File: src/cca_defs.vh
// Purpose: constants for the counter array capture/compare block
// Assumes: one 8-bit special-function register port, byte-wide accesses
// Notes:   register indices other than array control are local choices
`ifndef CCA_DEFS_VH
`define CCA_DEFS_VH

// ****************************************************************
// register map
// ****************************************************************
`define CCA_ADDR_CTRL      8'hD8
`define CCA_ADDR_CNT_LO    8'hE0
`define CCA_ADDR_CNT_HI    8'hE1
`define CCA_ADDR_IRQEN     8'hE2
`define CCA_ADDR_MODE0     8'hE8
`define CCA_ADDR_CMPLO0    8'hF0
`define CCA_ADDR_CMPHI0    8'hF8

// ****************************************************************
// field positions
// ****************************************************************
`define CCA_CTRL_OVF       7
`define CCA_CTRL_RUN       6
`define CCA_MODE_WIDE      7
`define CCA_MODE_CMPEN     6
`define CCA_MODE_CAPR      5
`define CCA_MODE_CAPF      4
`define CCA_MODE_MATCH     3
`define CCA_MODE_TOG       2
`define CCA_MODE_PULSE     1
`define CCA_MODE_IRQEN     0
`define CCA_IRQEN_GLOBAL   0
`define CCA_IRQEN_ARRAY    1

// ****************************************************************
// reset values
// ****************************************************************
`define CCA_RST_BYTE       8'h00

`endif

File: src/cca_counter_array.v
// Purpose: shared 16-bit counter with six capture/compare modules
// Assumes: counter ticks on every enabled clock without a counter byte write, byte register port
// Notes:   module flags sit in control bits 5..0; writes of 0 clear them

`include "cca_defs.vh"

// How it works
// - each module has its own mode register choosing its operating mode
// - capture on rise, fall, or both edges per the two capture bits
// - compare and match set: toggle picks software timer or high-speed output
// - compare plus pulse mode: wide bit picks 8-bit or 16-bit pwm
// - module interrupt needs module, global and array enables; overflow needs only global and array
// - frequency mode: low byte match toggles pin, adds high byte to low
// - square wave period is twice high byte counts; zero means 256
// - frequency mode: compare, toggle, pulse set, captures clear, match ignored
// - 8-bit pwm: pin goes high when counter low byte equals compare low
// - 8-bit pwm: pin goes low when counter low byte overflows, unless high byte is zero
// - 8-bit pwm: low byte reloads from high byte on low-byte rollover
// - 8-bit pwm: compare and pulse set, toggle and wide clear, no capture
// - writing compare low clears compare enable; writing high sets it
// - 8-bit pwm high time is (256 minus high byte) over 256
// - compare enable clear holds 8-bit pwm output low
// - overflow flag at control bit 7 set on 16-bit counter overflow
// - overflow flag is never cleared by hardware
// - event flag set on 16-bit timer or 16-bit pwm match or on capture, cleared only by software
// - counter is high and low byte; low byte feeds 8-bit compares
module cca_counter_array #(
	parameter NMOD = 6
) (
	input  wire            clk,
	input  wire            rstn,
	input  wire [7:0]      regAddr,
	input  wire [7:0]      regWdata,
	input  wire            regWr,
	input  wire            regRd,
	output reg  [7:0]      regRdata,
	input  wire [NMOD-1:0] pinIn,
	output reg  [NMOD-1:0] pinOut,
	output reg  [NMOD-1:0] pinOe,
	output reg             irqReq
);

	// ****************************************************************
	// shared counter and control
	// ****************************************************************
	reg  [15:0]     cnt_q;
	reg             ovf_q;
	reg             run_q;
	reg  [1:0]      irqEn_q;
	reg  [NMOD-1:0] evtFlag_q;
	reg  [NMOD-1:0] pinPrev_q;
	reg  [7:0]      mode_q  [0:NMOD-1];
	reg  [7:0]      cmpLo_q [0:NMOD-1];
	reg  [7:0]      cmpHi_q [0:NMOD-1];
	wire [NMOD-1:0] evtSet;
	wire [7:0]      modRd   [0:NMOD-1];
	wire            ctrlWr;
	wire            cntLoWr;
	wire            cntHiWr;
	wire            irqEnWr;
	wire [15:0]     cntInc;
	wire            lowWrap;
	wire            cntWrap;

	assign ctrlWr  = regWr && (regAddr == `CCA_ADDR_CTRL);
	assign cntLoWr = regWr && (regAddr == `CCA_ADDR_CNT_LO);
	assign cntHiWr = regWr && (regAddr == `CCA_ADDR_CNT_HI);
	assign irqEnWr = regWr && (regAddr == `CCA_ADDR_IRQEN);
	assign cntInc  = cnt_q + 16'h0001;
	assign lowWrap = run_q && (cnt_q[7:0] == 8'hFF);
	assign cntWrap = run_q && (cnt_q == 16'hFFFF);

	// a byte write overrides the increment in the same cycle
	always @(posedge clk or negedge rstn) begin
		if (!rstn) begin
			cnt_q <= 16'h0000;
		end else if (cntLoWr) begin
			cnt_q[7:0] <= regWdata;
		end else if (cntHiWr) begin
			cnt_q[15:8] <= regWdata;
		end else if (run_q) begin
			cnt_q <= cntInc;
		end
	end

	always @(posedge clk or negedge rstn) begin
		if (!rstn) begin
			run_q <= 1'b0;
		end else if (ctrlWr) begin
			run_q <= regWdata[`CCA_CTRL_RUN];
		end
	end

	// set beats a same-cycle software clear
	always @(posedge clk or negedge rstn) begin
		if (!rstn) begin
			ovf_q <= 1'b0;
		end else if (cntWrap) begin
			ovf_q <= 1'b1;
		end else if (ctrlWr) begin
			ovf_q <= regWdata[`CCA_CTRL_OVF];
		end
	end

	always @(posedge clk or negedge rstn) begin
		if (!rstn) begin
			irqEn_q <= 2'b00;
		end else if (irqEnWr) begin
			irqEn_q <= regWdata[1:0];
		end
	end

	// ****************************************************************
	// per-module capture/compare
	// ****************************************************************
	genvar g;
	generate
		for (g = 0; g < NMOD; g = g + 1) begin : gMod
			wire [7:0] m;
			wire       bWide;
			wire       bCmpEn;
			wire       bCapR;
			wire       bCapF;
			wire       bMatch;
			wire       bTog;
			wire       bPulse;
			wire       anyCap;
			wire       capMode;
			wire       freqMode;
			wire       pwm8Mode;
			wire       pwm16Mode;
			wire       tmrMode;
			wire       risePin;
			wire       fallPin;
			wire       capHit;
			wire       loMatch;
			wire       pwmHit;
			wire       fullMatch;
			wire       wMode;
			wire       wLo;
			wire       wHi;

			// ********************************************************
			// mode decode
			// ********************************************************
			assign m      = mode_q[g];
			assign bWide  = m[`CCA_MODE_WIDE];
			assign bCmpEn = m[`CCA_MODE_CMPEN];
			assign bCapR  = m[`CCA_MODE_CAPR];
			assign bCapF  = m[`CCA_MODE_CAPF];
			assign bMatch = m[`CCA_MODE_MATCH];
			assign bTog   = m[`CCA_MODE_TOG];
			assign bPulse = m[`CCA_MODE_PULSE];
			assign anyCap = bCapR || bCapF;
			assign capMode   = anyCap && !bMatch && !bTog && !bPulse;
			assign tmrMode   = bCmpEn && bMatch && !bPulse && !anyCap;
			assign freqMode  = bCmpEn && bTog && bPulse && !anyCap;
			// enable left out so that a cleared enable can hold the pin low
			assign pwm8Mode  = bPulse && !bTog && !bWide && !anyCap;
			assign pwm16Mode = bCmpEn && bPulse && !bTog && bWide && !anyCap;

			// ********************************************************
			// register strobes and pin edges
			// ********************************************************
			assign wMode   = regWr && (regAddr == `CCA_ADDR_MODE0 + g);
			assign wLo     = regWr && (regAddr == `CCA_ADDR_CMPLO0 + g);
			assign wHi     = regWr && (regAddr == `CCA_ADDR_CMPHI0 + g);
			assign risePin = pinIn[g] && !pinPrev_q[g];
			assign fallPin = !pinIn[g] && pinPrev_q[g];
			assign capHit  = capMode && ((bCapR && risePin) || (bCapF && fallPin));

			// ********************************************************
			// compare matches
			// ********************************************************
			assign loMatch   = run_q && (cnt_q[7:0] == cmpLo_q[g]);
			// one count ahead, so the pin is high while the low byte equals it
			assign pwmHit    = run_q && (cntInc[7:0] == cmpLo_q[g]);
			assign fullMatch = run_q && (cnt_q == {cmpHi_q[g], cmpLo_q[g]});
			assign evtSet[g] = capHit
				|| ((tmrMode || pwm16Mode) && fullMatch);

			assign modRd[g] = (regAddr == `CCA_ADDR_MODE0 + g) ? mode_q[g]
				: (regAddr == `CCA_ADDR_CMPLO0 + g) ? cmpLo_q[g]
				: (regAddr == `CCA_ADDR_CMPHI0 + g) ? cmpHi_q[g]
				: 8'h00;

			always @(posedge clk or negedge rstn) begin
				if (!rstn) begin
					pinPrev_q[g] <= 1'b0;
					pinOe[g]     <= 1'b0;
				end else begin
					pinPrev_q[g] <= pinIn[g];
					pinOe[g]     <= !capMode && (bTog || bPulse);
				end
			end

			// compare-byte writes override the enable bit
			always @(posedge clk or negedge rstn) begin
				if (!rstn) begin
					mode_q[g] <= `CCA_RST_BYTE;
				end else if (wMode) begin
					mode_q[g] <= regWdata;
				end else if (wLo) begin
					mode_q[g][`CCA_MODE_CMPEN] <= 1'b0;
				end else if (wHi) begin
					mode_q[g][`CCA_MODE_CMPEN] <= 1'b1;
				end
			end

			always @(posedge clk or negedge rstn) begin
				if (!rstn) begin
					cmpLo_q[g] <= `CCA_RST_BYTE;
				end else if (wLo) begin
					cmpLo_q[g] <= regWdata;
				end else if (capHit) begin
					cmpLo_q[g] <= cnt_q[7:0];
				end else if (freqMode && loMatch) begin
					cmpLo_q[g] <= cmpLo_q[g] + cmpHi_q[g];
				end else if (pwm8Mode && lowWrap) begin
					cmpLo_q[g] <= cmpHi_q[g];
				end
			end

			always @(posedge clk or negedge rstn) begin
				if (!rstn) begin
					cmpHi_q[g] <= `CCA_RST_BYTE;
				end else if (wHi) begin
					cmpHi_q[g] <= regWdata;
				end else if (capHit) begin
					cmpHi_q[g] <= cnt_q[15:8];
				end
			end

			// 8-bit adds wrap, so a zero step gives a 256-count half period
			always @(posedge clk or negedge rstn) begin
				if (!rstn) begin
					pinOut[g] <= 1'b0;
				end else if (freqMode && loMatch) begin
					pinOut[g] <= !pinOut[g];
				end else if (pwm8Mode && !bCmpEn) begin
					pinOut[g] <= 1'b0;
				end else if (pwm8Mode && lowWrap) begin
					pinOut[g] <= (cmpHi_q[g] == 8'h00);
				end else if (pwm8Mode && pwmHit) begin
					pinOut[g] <= 1'b1;
				end else if (pwm16Mode && cntWrap) begin
					pinOut[g] <= 1'b0;
				end else if (pwm16Mode && fullMatch) begin
					pinOut[g] <= 1'b1;
				end else if (tmrMode && bTog && fullMatch) begin
					pinOut[g] <= !pinOut[g];
				end
			end
		end
	endgenerate

	// ****************************************************************
	// event flags, interrupt and readback
	// ****************************************************************
	integer        i;
	reg [NMOD-1:0] modIrq;
	reg [7:0]      modRdAll;

	always @* begin
		modIrq   = {NMOD{1'b0}};
		modRdAll = 8'h00;
		for (i = 0; i < NMOD; i = i + 1) begin
			modIrq[i] = evtFlag_q[i] && mode_q[i][`CCA_MODE_IRQEN];
			modRdAll  = modRdAll | modRd[i];
		end
	end

	// set wins over clear in the same cycle
	always @(posedge clk or negedge rstn) begin
		if (!rstn) begin
			evtFlag_q <= {NMOD{1'b0}};
		end else if (ctrlWr) begin
			evtFlag_q <= (regWdata[NMOD-1:0] & evtFlag_q) | evtSet;
		end else begin
			evtFlag_q <= evtFlag_q | evtSet;
		end
	end

	always @(posedge clk or negedge rstn) begin
		if (!rstn) begin
			irqReq <= 1'b0;
		end else begin
			irqReq <= irqEn_q[`CCA_IRQEN_GLOBAL] && irqEn_q[`CCA_IRQEN_ARRAY]
				&& (ovf_q || (|modIrq));
		end
	end

	// unmapped addresses fall through as zero
	always @(posedge clk or negedge rstn) begin
		if (!rstn) begin
			regRdata <= 8'h00;
		end else if (!regRd) begin
			regRdata <= 8'h00;
		end else if (regAddr == `CCA_ADDR_CTRL) begin
			regRdata <= {ovf_q, run_q, evtFlag_q};
		end else if (regAddr == `CCA_ADDR_CNT_LO) begin
			regRdata <= cnt_q[7:0];
		end else if (regAddr == `CCA_ADDR_CNT_HI) begin
			regRdata <= cnt_q[15:8];
		end else if (regAddr == `CCA_ADDR_IRQEN) begin
			regRdata <= {6'h00, irqEn_q};
		end else begin
			regRdata <= modRdAll;
		end
	end

endmodule // cca_counter_array

File: config.mk
export PLATFORM = sky130hd
export DESIGN_NAME = cca_counter_array
export DESIGN_NICKNAME = d
export VERILOG_FILES = /design/src/cca_counter_array.v
export VERILOG_INCLUDE_DIRS = /design/src
export SDC_FILE = /design/constraint.sdc
export NUM_CORES = 1
export LEC_CHECK = 0
export BUFFER_PORTS_ARGS = -buffer_cell sky130_fd_sc_hd__buf_2
export CELL_PAD_IN_SITES_DETAIL_PLACEMENT = 1
export CELL_PAD_IN_SITES_GLOBAL_PLACEMENT = 1
export CORE_UTILIZATION = 50
export DETAILED_ROUTE_END_ITERATION = 10
export MAX_ROUTING_LAYER = met4
export PLACE_DENSITY = 0.88
export SYNTH_ARGS = -nofsm -noshare
export SYNTH_HDL_FRONTEND = slang
export SYNTH_SLANG_ARGS = --single-unit
export TNS_END_PERCENT = 1
File: constraint.sdc
create_clock -name clk -period 4.4 [get_ports clk]
set_clock_uncertainty 0.1 [all_clocks]
set_input_delay 0.22 -clock clk [delete_from_list [all_inputs] [get_ports clk]]
set_output_delay 0.22 -clock clk [all_outputs]
set_load 0.01 [all_outputs]
==> results_dict.tcl <==
set metrics [dict create \
    clk_pin_slew_ns 0.09 \
    slew_viol_final 0 \
    syn2layout_area_growth_pct 8.30 \
    dpl.hpwl_um 51900 \
    io_pins 47 \
    worstReg2RegStart "cnt_q[2]$_DFFE_PN0P_" \
    dr.pass1.iters 5 \
    cts_tree "yes" \
    cp_data_required_time_ns 4.70 \
    drive_gt1_frac 0.118 \
    drv_cap 0 \
    worstSetupStartpoint "cnt_q[2]$_DFFE_PN0P_" \
    syn-num-nets 1923 \
    path_max_fanout 17 \
    final_cells 2248 \
    synthCells 1848 \
    place_area_um2 16000 \
    design_area_um2 16700 \
    post-cts-setup-buffers 0 \
    ys_ff_latch 197 \
    vias_per_cell 7.25 \
    hold_path_class "in -> async" \
    peakVddDrop_uv 313 \
    coreArea_um2 30000 \
    ys_async_sr_fraction 1.00 \
    setup_tns_ns 0 \
    grt_pass1_vias 16880 \
    drt_iter0_drc 2141 \
    antenna_found_initial 1 \
    period_needed_ns 3.58 \
    clock_latency_ns 0.49 \
    yosys_warnings 0 \
    hold_viol 0 \
    avgSynthCellArea_um2 8.36 \
    drc 0 \
    path_class "reg -> reg" \
    grt_overflow 0 \
    cts-root-buf "clkbuf_16" \
    cts_made_buffers 17 \
    start_kind "flip-flop" \
    fp.dieH_um 178 \
    max_freq_mhz 279 \
    rows 63 \
    setup_viol 0 \
    postRouteAntennaNets 0 \
    status "complete, no violations" \
    max_slew_margin 0.204 \
    nets 1919 \
    grt_usage 0.500 \
    cts_max_level 4 \
    hold_buffers 8 \
    fin_crit_sh 0.813 \
    initial_core_util 0.514 \
    worst_slew_pin_slew_ns 1.18 \
    dieArea_um2 31600 \
    rsz0062_at_grt "false" \
    fill_cells 3540 \
    grt_start_max_net_pins 96 \
    worstSetupEndpointType "flip-flop" \
    synth_ff_type "dfrtp_1" \
    holdWs_ns 0.198 \
    grt_pass1_wl_um 110000 \
    cts_resized 0 \
    synth_enable_flop_cells 0 \
    cts_sinks 197 \
    vias 16290 \
    cp.arrival_ns 3.87 \
    powerDensity_nw_per_um2 481 \
    layout_commonest_cell "nand2_1" \
    synthesis.area_um2 15400 \
    yosysSeqAreaShare 0.319 \
    final_util 0.557 \
    wl_per_cell_um 33.2 \
    clock_path_buffers 2 \
    leakagePower_nw 7.05 \
    die_x_um 178 \
    io_buffers 46 \
    yosysUniqueCellTypes 84 \
    dp_cells 2207 \
    layout_common_cells "203 x nand2_1, 197 x dfrtp_1, 151 x nor2_1" \
    gp_congestion 1.24 \
    routed_wl_um 74600 \
]
[metal layers]
metal,routed length (um),track usage
met4,5630,0.361
met1,28600,0.597
met5,0,-
met2,32800,0.737
met3,7590,0.116
[flip-flops by register name (all words and copies together), names as in the netlist]
signal     count
pinOe          6
ovf_q          1
regRdata       8
gMod.m        48
cnt_q         16
run_q          1
irqReq         1
pinOut         6
cmpHi_q       48
pinPrev_q      6
evtFlag_q      6
cmpLo_q       48
irqEn_q        2
[cell families after synthesis]
family                     Yosys count  synth area share
and+or+nand+nor                    659             0.212
AOI/OAI and AO/OA                  477             0.196
DFF                                197             0.319
xor gates and xnor gates           180             0.104
buffers and inverters              168            0.0446
muxes                              118            0.0819
adders and majority gates           49            0.0426
[where the power goes]
part           total [W]  internal [W]  switching, W
Clock            0.00170      0.000850      0.000853
Sequential       0.00305       0.00212      0.000932
Combinational    0.00330       0.00144       0.00186
[cell usage after synthesis, drive strengths merged, types with 5 or more instances]
cell type | n | share of area
a211o | 6 | 0.0034
nand2 | 204 | 0.050
or3 | 16 | 0.0065
nand2b | 15 | 0.0061
inv | 40 | 0.0097
a2111oi | 5 | 0.0028
a21o | 19 | 0.0092
ha | 43 | 0.035
mux2 | 57 | 0.042
nor2 | 151 | 0.037
fa | 6 | 0.0078
nor4 | 29 | 0.014
dfrtp | 197 | 0.32
nand4 | 43 | 0.018
o221ai | 12 | 0.0068
o21a | 10 | 0.0049
o31ai | 5 | 0.0024
a22oi | 29 | 0.014
a31oi | 60 | 0.025
clkbuf | 97 | 0.024
buf | 31 | 0.011
o21ai | 114 | 0.037
nor3 | 40 | 0.013
and2 | 10 | 0.0041
or2 | 10 | 0.0041
nor2b | 21 | 0.0085
nand3b | 19 | 0.0092
mux2i | 60 | 0.039
o211ai | 24 | 0.012
a32oi | 7 | 0.0040
xnor2 | 116 | 0.066
or4 | 7 | 0.0036
o22a | 7 | 0.0040
nor4b | 6 | 0.0034
nand3 | 53 | 0.018
and3 | 18 | 0.0073
a21oi | 115 | 0.037
a211oi | 11 | 0.0062
xor2 | 64 | 0.037
o22ai | 19 | 0.0077
[per-stage QoR]
| stage | total power [W] | worst slack, ns |
|---|---|---|
| after global placement | 0.00595 | 1.15 |
| after global routing | 0.00836 | 0.745 |
| after detailed placement | 0.00614 | 1.05 |
| final | 0.00805 | 0.822 |
| after floorplan | 0.00496 | 1.91 |
| after CTS | 0.00790 | 0.942 |
[worst paths after layout]
check / to / slack [ns] / cells past startpoint
setup / recovery: cmpLo_q[32]$_DFFE_PN0P_ / 0.82 / 7
hold / removal: cmpHi_q[21]$_DFFE_PN0P_ / 0.20 / 2
setup reg to reg: cmpLo_q[32]$_DFFE_PN0P_ / 0.82 / 7
hold reg to reg: irqReq$_DFF_PN0_ / 0.45 / 2
max in group asynchronous: cmpLo_q[35]$_DFFE_PN0P_ / 2.99 / 3
min in group clk: cmpLo_q[17]$_DFFE_PN0P_ / 0.24 / 3
[critical path: stages, from the launching register on]
cell and delay, ns:
dfrtp_1 1.08, xor2_1 0.15, or4_4 0.59, nor4_2 0.32, or2_1 0.31, or3_1 0.55
nor2_1 0.17, a31oi_2 0.21
[layout make-up]
class,instances,area [um2],area share
multi-input cells,1483,9830,0.588
flip-flops and latches,197,4930,0.295
repair buffers,105,714,0.0427
well taps,390,488,0.0292
clock buffers,20,467,0.0279
inverters,40,150,0.00898
clock inverters,12,138,0.00823
diodes,1,2.50,0.000150
No activity file was read; power rests on OpenSTA's default activity.
